$ cat config.mk
export PLATFORM = sky130hd
export DESIGN_NAME = gio_ports
export DESIGN_NICKNAME = d
export VERILOG_FILES = /design/src/rtl/gio_ports.v
export VERILOG_INCLUDE_DIRS = /design/src /design/src/rtl
export SDC_FILE = /design/constraint.sdc
export NUM_CORES = 1
export LEC_CHECK = 0
export ABC_AREA = 1
export BUFFER_PORTS_ARGS = -buffer_cell sky130_fd_sc_hd__buf_4
export CAP_MARGIN = 0
export CORE_MARGIN = 8
export CORE_UTILIZATION = 40
export CTS_CLUSTER_SIZE = 10
export DETAILED_ROUTE_END_ITERATION = 16
export PLACE_DENSITY = 0.84
export SYNTH_ARGS = -nofsm -noshare
export SYNTH_HDL_FRONTEND = slang
export SYNTH_SLANG_ARGS = --single-unit
export TNS_END_PERCENT = 1
$ cat constraint.sdc
create_clock -name clk -period 0.9 [get_ports clk]
set_clock_uncertainty 0.1 [all_clocks]
set_input_delay 0.045 -clock clk [delete_from_list [all_inputs] [get_ports clk]]
set_output_delay 0.045 -clock clk [all_outputs]
set_load 0.01 [all_outputs]
$ cat src/rtl/gio_map.vh
// Address map, field masks and reset values of the general I/O ports
`ifndef GIO_MAP_VH
`define GIO_MAP_VH

// File addresses of the five port data registers
`define GIO_ADDR_W        5
`define GIO_ADDR_BANK_A   5'h05
`define GIO_ADDR_BANK_B   5'h06
`define GIO_ADDR_BANK_C   5'h07
`define GIO_ADDR_BANK_D   5'h08
`define GIO_ADDR_BANK_E   5'h09

// Bank count and index of each bank
`define GIO_BANKS         5
`define GIO_BANK_A        3'h0
`define GIO_BANK_B        3'h1
`define GIO_BANK_C        3'h2
`define GIO_BANK_D        3'h3
`define GIO_BANK_E        3'h4

// Pins that exist in each bank
`define GIO_MASK_A        8'h0F
`define GIO_MASK_B        8'hFF
`define GIO_MASK_C        8'hFF
`define GIO_MASK_D        8'hFF
`define GIO_MASK_E        8'hF0
`define GIO_MASK_NONE     8'h00
`define GIO_MASK_ALL      8'hFF

// Reset values
`define GIO_DIR_RESET     8'hFF
`define GIO_LATCH_RESET   8'h00
`define GIO_DATA_RESET    8'h00

// Family member codes
`define GIO_FAMILY_W      2
`define GIO_FAMILY_SMALL  2'h0
`define GIO_FAMILY_MID    2'h1
`define GIO_FAMILY_LARGE  2'h2

`endif

$ cat src/rtl/gio_ports.v
// General purpose I/O ports: data latches, direction registers and pin read path
//
// Contract
// A port read returns the sampled pin levels whatever the direction, never the output latch; storage banks here return their latch.
// Any reset sets every bit of all five direction registers so every pin is a high-impedance input.
// Bank a has pins only in bits 3 to 0 and its bits 7 to 4 always read as zero.
// Bank b has all eight bits as bidirectional pins.
// Bank c is an eight-bit pin register on the mid and large members and plain storage on the small one.
// Bank d is an eight-bit pin register only on the large member and plain storage otherwise.
// Bank e exists only on the large member with pins in bits 7 to 4, low bits reading zero, else storage.
// The direction-load instruction copies the working register into the named bank's direction register only.
// A direction bit at one turns the pin driver off, leaving the pin a high-impedance input.
// A direction bit at zero turns the driver on and drives the pin with the output latch bit.
// A pin driven high but held low outside reads back low.
// Direction registers have no read path and are forced to all ones on reset.
// Output latches keep their value until the port is written again, whatever the direction does.
// A port write takes effect at the end of the cycle and a port read samples the pins at its start.
// Direction bits of missing pin positions are accepted but drive nothing.
`timescale 1ns/1ps
`include "gio_map.vh"

module gio_ports #(
   parameter [`GIO_FAMILY_W-1:0] FAMILY = `GIO_FAMILY_LARGE
) (
   input  wire                   clk,
   input  wire                   reset,
   input  wire                   wr_en,
   input  wire [`GIO_ADDR_W-1:0] wr_addr,
   input  wire [7:0]             wr_data,
   input  wire                   rd_en,
   input  wire [`GIO_ADDR_W-1:0] rd_addr,
   output wire [7:0]             rd_data,
   output wire                   rd_hit,
   input  wire                   dir_load,
   input  wire [`GIO_ADDR_W-1:0] dir_addr,
   input  wire [7:0]             w_value,
   input  wire [7:0]             bank_a_in,
   output wire [7:0]             bank_a_out,
   output wire [7:0]             bank_a_oe,
   input  wire [7:0]             bank_b_in,
   output wire [7:0]             bank_b_out,
   output wire [7:0]             bank_b_oe,
   input  wire [7:0]             bank_c_in,
   output wire [7:0]             bank_c_out,
   output wire [7:0]             bank_c_oe,
   input  wire [7:0]             bank_d_in,
   output wire [7:0]             bank_d_out,
   output wire [7:0]             bank_d_oe,
   input  wire [7:0]             bank_e_in,
   output wire [7:0]             bank_e_out,
   output wire [7:0]             bank_e_oe
);

   // Decode of a file address into a one-hot bank select, shared by all three paths
   function [`GIO_BANKS-1:0] bank_sel;
      input [`GIO_ADDR_W-1:0] addr;
      begin
         case (addr)
            `GIO_ADDR_BANK_A: bank_sel = 5'h01;
            `GIO_ADDR_BANK_B: bank_sel = 5'h02;
            `GIO_ADDR_BANK_C: bank_sel = 5'h04;
            `GIO_ADDR_BANK_D: bank_sel = 5'h08;
            `GIO_ADDR_BANK_E: bank_sel = 5'h10;
            default:          bank_sel = 5'h00;
         endcase
      end
   endfunction

   // Pins that exist in a bank on this family member; none means plain storage
   function [7:0] pin_mask;
      input [2:0]               bank;
      input [`GIO_FAMILY_W-1:0] fam;
      begin
         case (bank)
            `GIO_BANK_A: pin_mask = `GIO_MASK_A;
            `GIO_BANK_B: pin_mask = `GIO_MASK_B;
            `GIO_BANK_C: pin_mask = (fam == `GIO_FAMILY_SMALL) ? `GIO_MASK_NONE : `GIO_MASK_C;
            `GIO_BANK_D: pin_mask = (fam == `GIO_FAMILY_LARGE) ? `GIO_MASK_D : `GIO_MASK_NONE;
            `GIO_BANK_E: pin_mask = (fam == `GIO_FAMILY_LARGE) ? `GIO_MASK_E : `GIO_MASK_NONE;
            default:     pin_mask = `GIO_MASK_NONE;
         endcase
      end
   endfunction

   wire [`GIO_BANKS-1:0] wr_sel;
   wire [`GIO_BANKS-1:0] rd_sel;
   wire [`GIO_BANKS-1:0] dir_sel;
   wire [8*`GIO_BANKS-1:0] pins_in;
   wire [8*`GIO_BANKS-1:0] pins_out;
   wire [8*`GIO_BANKS-1:0] pins_oe;
   wire [8*`GIO_BANKS-1:0] bank_view;
   reg  [7:0]             rd_data_reg;
   reg  [7:0]             rd_data_next;
   reg                    rd_hit_reg;
   integer                i;

   assign wr_sel  = wr_en    ? bank_sel(wr_addr)  : {`GIO_BANKS{1'b0}};
   assign rd_sel  = rd_en    ? bank_sel(rd_addr)  : {`GIO_BANKS{1'b0}};
   assign dir_sel = dir_load ? bank_sel(dir_addr) : {`GIO_BANKS{1'b0}};
   assign pins_in = {bank_e_in, bank_d_in, bank_c_in, bank_b_in, bank_a_in};

   // One slice per bank: latch, direction and pin drive
   genvar g;
   generate
      for (g = 0; g < `GIO_BANKS; g = g + 1) begin : bank
         localparam [31:0] IDX_FULL = g;
         localparam [2:0]  IDX      = IDX_FULL[2:0];  // Bank index fits three bits
         wire [7:0] mask = pin_mask(IDX, FAMILY);
         reg  [7:0] latch_reg;
         reg  [7:0] dir_reg;

         // Latch only moves on its own write, so a direction change never disturbs it
         always @(posedge clk) begin
            if (reset) begin
               latch_reg <= `GIO_LATCH_RESET;
            end else if (wr_sel[g]) begin
               latch_reg <= wr_data;
            end
         end

         // Reachable only from the direction-load instruction, never from a data write
         always @(posedge clk) begin
            if (reset) begin
               dir_reg <= `GIO_DIR_RESET;
            end else if (dir_sel[g]) begin
               dir_reg <= w_value;
            end
         end

         // Missing pins are never driven whatever their direction bit holds
         assign pins_oe[8*g+7:8*g]  = ~dir_reg & mask;
         assign pins_out[8*g+7:8*g] = latch_reg & ~dir_reg & mask;

         // Pin banks read the pins; storage banks read their latch
         assign bank_view[8*g+7:8*g] = (mask == `GIO_MASK_NONE) ? latch_reg :
                                       (pins_in[8*g+7:8*g] & mask);
      end
   endgenerate

   assign bank_a_out = pins_out[7:0];
   assign bank_a_oe  = pins_oe[7:0];
   assign bank_b_out = pins_out[15:8];
   assign bank_b_oe  = pins_oe[15:8];
   assign bank_c_out = pins_out[23:16];
   assign bank_c_oe  = pins_oe[23:16];
   assign bank_d_out = pins_out[31:24];
   assign bank_d_oe  = pins_oe[31:24];
   assign bank_e_out = pins_out[39:32];
   assign bank_e_oe  = pins_oe[39:32];

   // Read mux; unmapped addresses and idle cycles give zero
   always @* begin
      rd_data_next = `GIO_DATA_RESET;
      for (i = 0; i < `GIO_BANKS; i = i + 1) begin
         if (rd_sel[i]) begin
            rd_data_next = bank_view[8*i +: 8];
         end
      end
   end

   // Pins sampled at the edge that closes the read cycle, the edge a same-cycle write also lands on, so that write is not yet visible
   always @(posedge clk) begin
      if (reset) begin
         rd_data_reg <= `GIO_DATA_RESET;
         rd_hit_reg  <= 1'b0;
      end else begin
         rd_data_reg <= rd_data_next;
         rd_hit_reg  <= |rd_sel;
      end
   end

   assign rd_data = rd_data_reg;
   assign rd_hit  = rd_hit_reg;

endmodule

==> impl_results.md, run 1 <==
* Pin count of the biggest net entering global routing at 33
* P per Cell Area at 1180 mW/mm^2
* Synth top area share at 41.0%
* Final setup violation count at 75
* Worst stage delay on the critical path at 340 ps
* Post-CTS Hold Buffers at 34
* Dominant cells by area after synthesis: dfxtp_1 (41%), nor2_1 (10%), nand2_1 (8.2%), inv_1 (7.9%), o211ai_2 (6.3%)
* Final HPWL DP at 8940 microns
* Crit Reg-Reg Endpoint: bank[1].latch_reg[0]
* Post-Syn Area at 0.00357 sq mm
* I/O pin total at 165
* Library cells used by synthesis at 27
* Peak supply drop at 0.848 mV
* Routability Congestion at 0.903
* R2R Path Start: bank[1].latch_reg[0]
* First-pass GRT wire length at 19900 microns
* Final WL at 12700 microns
* Fin. max-slew vios at 0
* Count of input and output buffers at 140
* WHS at -219 ps
* Failing checks: negative hold slack, negative setup slack
* Yosys warning count at 0
* Kind of critical path: reg -> out
* Crit path launch: bank[4].latch_reg[7]
* Final-stage net count at 768
* 1st-iter DRT viols at 166
* Worst Path Max Fanout at 2
* Min-Delay Path Depth at 2
* Final setup margin at -244 ps
* Syn Area/Cell at 7.16 sq um
* DIE AREA at 0.0122 sq mm
* DR vias/cell at 4.95
* Clock Latency Late Sink at 340 ps
* Number of global-route vias before repair at 4103
* Die Height at 110 microns
* CTS tree: done
* Worst Setup Start Kind: flop
* Clock transition at path regs at 70 ps
* ANT cells at 0
* Highest-delay cell along the critical path: dfxtp_2
* Site Rows at 34
* Clock sink total at 73
* Layout cell share with drive strength beyond 1 at 52.2%
* Final ANT Viol Nets at 0
* Crit path max-delay family: flip-flops
* Place WS at -312 ps
* TritonCTS Buffers at 9
* # H-tree levels at 3
* Routed WL per cell at 15.7 microns
* # fillers at 614
* CP Buf/Inv Count at 2
* Crit path required time at 750 ps
* Total gr overflow at 0
* Fin crit share at 127%
* Crit path arrival time at 1000 ps
* Min Tclk post-route at 1140 ps
* Hold Path Class: in -> reg
* Die Wd at 110 microns
* Initial Util at 41.1%
* Ordered cell list for the critical path: inv_2, nor2_2, buf_4
* DRC at 0
* Clock Tree Buf Depth at 2
* Status: finished with violations
* Final Util at 66.0%
* TritonRoute pass-1 iters at 6
* Maxcap violations at 0
* Hold endpoint: rd_hit
* Flop-to-flop setup slack at 70 ps
* Min-delay src: reset
* Area growth syn-to-layout at 60.7%
* Routed vias at 3984
* Core ar. at 0.00868 sq mm
* Clk root buf: clkbuf_8
* Hold Fails Final Rpt at 6
* Initial antenna violation count at 0
* Post-synth top area cell: dfxtp_1
* Gr usage total at 19.4%
* Final setup TNS at -8990 ps
* Synthesized netlist cell count at 498
* #FFs+latches synth at 73
* RSZ-0062 raised after global routing: true
* Leakage at 2.88 nW
* Path depth of the worst reg2reg path at 3
* Seq/Total Area, Yosys at 41.0%
* CP endpoint kind: primary output
* Fmax at 0.874 GHz
layer usage:
layer  routed length [microns]  track usage (%)  vias to the layer above
met1                      4470             19.5                     1825
met3                      1210             7.09                       48
met4                       520             9.19                        0
met5                         0                0                        -
li1                          -                -                     1902
met2                      6470             34.5                      209
cell usage after synthesis (all sizes together):
cell    count
conb        1
clkinv      4
o21ai      33
inv        88
nor2      105
nor2b       1
nand3b      4
a21oi       9
nand3      42
nand2      82
clkbuf      3
buf        26
o211ai     22
dfxtp      73
nor3        4
nand4       1
kinds of logic (layout without fill, tap and decap cells):
logic type,count (synthesis),count (layout),synth area share (%)
DFF,73,73,41.0
other,1,16,0.105
buffers and inverters,121,305,15.5
AOI/OAI and AO/OA,64,64,13.1
and+or+nand+nor,239,239,30.4
placed cells by master (no fill, tap or decap), types with 2 or more instances in the layout:
master,instances
buf_4,118
a21oi_1,9
clkinv_1,3
nand2_1,72
clkbuf_8,9
nor2_1,82
nand2_4,2
clkinvlp_4,3
dfxtp_1,6
nand3_4,2
nand3b_1,4
inv_2,55
dfxtp_2,57
buf_12,4
inv_1,30
nand3_1,37
clkinv_4,3
nor2_2,15
dlygate4sd3_1,33
buf_6,41
nand2_2,8
nor2_4,8
o21ai_0,20
o211ai_2,18
nand3_2,3
dfxtp_4,10
o21ai_1,13
nor3_2,2
conb_1,16
nor3_1,2
o211ai_1,4
worst max-delay path by stage:
stage,endpoint,depth (start not counted)
2_1_floorplan,rd_data[6],8
3_3_place_gp,bank[3].latch_reg[4],5
3_5_place_dp,bank[3].latch_reg[5],5
4_1_cts,bank_d_out[4],3
5_1_grt,bank_b_out[1],3
6_report,bank_e_out[7],3
power breakdown:
group / switching (W) / internal [W]
Sequential: 0.0000347 / 0.00325
Combinational: 0.000472 / 0.000472
Clock: 0.00125 / 0.00129
Total: 0.00176 / 0.00501
area by class of cell:
class / instances / area, sq um / area share [%]
repair buffers: 197 / 1770 / 30.9
multi-input cells: 319 / 1700 / 29.6
flip-flops and latches: 73 / 1570 / 27.4
inverters: 92 / 363 / 6.33
well taps: 108 / 135 / 2.36
clock buffers: 10 / 128 / 2.23
clock inverters: 6 / 68.8 / 1.20
what timing repair did:
action / 4_1_cts / 5_1_grt
setup buffers: 2 / 2
gates cloned: 0 / 0
gates resized for setup: 147 / 40
pin swaps: 7 / 6
endpoints found under the hold margin: 65 / 6
endpoints found under the setup margin: 73 / 88
stage by stage:
| step | total power, W | hold slack [ps] | cells | instance area [sq um] |
|---|---|---|---|---|
| final | 0.00677 | -219 | 805 | 5730 |
| after global routing | 0.00705 | -236 | 805 | 5730 |
| after CTS | 0.00678 | -223 | 803 | 5620 |
| after detailed placement | 0.00414 | 135 | 751 | 4830 |
| after global placement | 0.00412 | 134 | 751 | 4830 |
| after floorplan | 0.00374 | 14.1 | 513 | 3650 |
(Power assumes the default switching activity.)
==> run 2, diff against run 1 <==
- CORE_UTILIZATION: 40 -> 43
- PLACE_DENSITY: 0.84 -> 0.86
- clock period: 0.9 -> 1.45 ns (I/O delays scaled with it)
==> impl_results.md, run 2 (synthesized netlist as in run 1, its figures left out) <==
* Initial Util at 43.8%
* Initial antenna violation count at 0
* Routed vias at 3788
* Fmax at 0.690 GHz
* Number of global-route vias before repair at 3813
* # H-tree levels at 3
* Combinational Power Share at 12.6%
* Fin crit share at 99.9%
* First-pass GRT wire length at 18300 microns
* Die Wd at 107 microns
* Crit Reg-Reg Endpoint: bank[2].latch_reg[6]
* Final WL at 11700 microns
* Clock sink total at 73
* Clk root buf: clkbuf_8
* Most common cell after layout, fill and taps aside: buf_4
* Site Rows at 33
* Fin. max-slew vios at 0
* Clk pwr share at 40.1%
* Final-stage net count at 759
* Count of input and output buffers at 140
* DR vias/cell at 4.78
* Hold Fails Final Rpt at 0
* DIE AREA at 0.0115 sq mm
* Routability Congestion at 0.824
* Final HPWL DP at 8540 microns
* Die Height at 107 microns
* Highest-delay cell along the critical path: dlygate4sd3_1
* CP endpoint kind: flop
* Ordered cell list for the critical path: dlygate4sd3_1, buf_4, nand3_1, nand3_1, dlygate4sd3_1, nand2_1, nand2_1
* Final setup violation count at 0
* Hold endpoint: bank[2].dir_reg[2]
* Area growth syn-to-layout at 49.8%
* Final setup TNS at 0 ps
* Routed WL per cell at 14.7 microns
* DRC at 0
* Post-CTS setup buffer count at 0
* Status: completed
* Sequential power share at 47.2%
* Total gr overflow at 0
* Worst stage delay on the critical path at 560 ps
* Psw at 0.00107 W
* Core ar. at 0.00813 sq mm
* WP depth at 7
* RSZ-0062 raised after global routing: true
* Maxcap violations at 0
* Hold Path Class: in -> reg
* Crit path required time at 1590 ps
* Clock Tree Buf Depth at 2
* Most frequent cells in the layout: buf_4 (140), nor2_1 (94), nand2_1 (77)
* Clock Latency Late Sink at 340 ps
* 1st-iter DRT viols at 202
* Peak supply drop at 0.467 mV
* CP Buf/Inv Count at 3
* Kind of critical path: in -> reg
* Flop-to-flop setup slack at 700 ps
* R2R Path Start: bank[2].latch_reg[6]
* TritonCTS Buffers at 9
* Clock transition at path regs at 70 ps
* Layout cell share with drive strength beyond 1 at 30.6%
* Min-Delay Path Depth at 3
* ANT cells at 0
* P per Cell Area at 810 mW/mm^2
* Min-delay src: w_value[2]
* Worst Setup Start Kind: primary input
* Final ANT Viol Nets at 0
* Switch share at 24.6%
* Pin count of the biggest net entering global routing at 65
* Pint at 0.00326 W
* Place WS at 166 ps
* Path depth of the worst reg2reg path at 2
* Final setup margin at 0.909 ps
* Crit path max-delay family: buffers and inverters
* TritonRoute pass-1 iters at 5
* CTS tree: done
* Min Tclk post-route at 1450 ps
* Leakage at 2.89 nW
* Gr usage total at 19.8%
* Worst Path Max Fanout at 1
* Crit path arrival time at 1590 ps
* I/O pin total at 165
[run 2: changes by cell type in the layout (fill, tap and decap cells not counted), moves of 4 or more]
cell,previous run,this run
dfxtp_1,6,73
dfxtp_2,57,0
inv_1,30,75
inv_2,55,12
buf_6,41,1
buf_4,118,140
nor2_1,82,94
dlygate4sd3_1,33,44
nor2_2,15,4
dfxtp_4,10,0
nand2_1,72,77
nand2_2,8,4
[run 2: cell type report]
cell class | count | area (sq um)
clock buffers | 9 | 124
inverters | 92 | 348
fillers | 618 | 2790
multi-input cells | 319 | 1640
well taps | 105 | 131
repair buffers | 188 | 1550
flip-flops and latches | 73 | 1460
clock inverters | 6 | 92.6
[run 2: per-layer routing]
| layer | global-route usage (%) | routed length [microns] | part of all wire [%] | up-vias |
|---|---|---|---|---|
| li1 | - | - | - | 1883 |
| met1 | 19.9 | 4400 | 38 | 1684 |
| met2 | 35.4 | 5720 | 49 | 200 |
| met3 | 7.86 | 1290 | 11 | 21 |
| met4 | 8.14 | 261 | 2.2 | 0 |
| met5 | 0 | 0 | 0 | - |
[run 2: through the flow]
step | hold slack [ps] | cell area (sq um) | cells | total power (W) | util [%]
4_1_cts | 24.1 | 5310 | 793 | 0.00434 | 65.3
6_report | 38.3 | 5340 | 792 | 0.00433 | 65.7
5_1_grt | 42.0 | 5340 | 792 | 0.00450 | 65.7
2_1_floorplan | 41.6 | 3620 | 513 | 0.00232 | -
3_5_place_dp | 163 | 4630 | 732 | 0.00253 | 57.0
3_3_place_gp | 160 | 4630 | 732 | 0.00252 | 57.0
[run 2: timing repair]
action,in CTS,in global routing
endpoints found under the setup margin,0,14
gates resized for setup,0,10
hold buffers,46,0
endpoints found under the hold margin,61,0
[run 2: power by group through the flow]
| stage | clock, W | sequential (W) | combinational (W) |
|---|---|---|---|
| floorplan | 0 | 0.00209 | 0.000226 |
| global placement | 0 | 0.00209 | 0.000428 |
| detailed placement | 0 | 0.00209 | 0.000440 |
| CTS | 0.00177 | 0.00204 | 0.000524 |
| global route | 0.00187 | 0.00205 | 0.000588 |
| finish | 0.00174 | 0.00204 | 0.000547 |
[run 2: worst register-to-register path, delay by kind of cell, from the launching register on]
kind               cells  cell delay [ps]
AOI/OAI and AO/OA      1              180
DFF                    1              310
and+or+nand+nor        1               60
[run 2: worst max-delay path by stage]
stage / start / slack (ps) / to
floorplan: dir_addr[3] / 460 / bank[2].dir_reg[6]
global placement: dir_addr[0] / 230 / bank[3].dir_reg[5]
detailed placement: dir_addr[0] / 170 / bank[3].dir_reg[7]
CTS: reset / 20 / rd_data[5]
global route: rd_addr[4] / -30 / rd_data[5]
finish: bank_c_in[4] / 0.9 / rd_data[4]
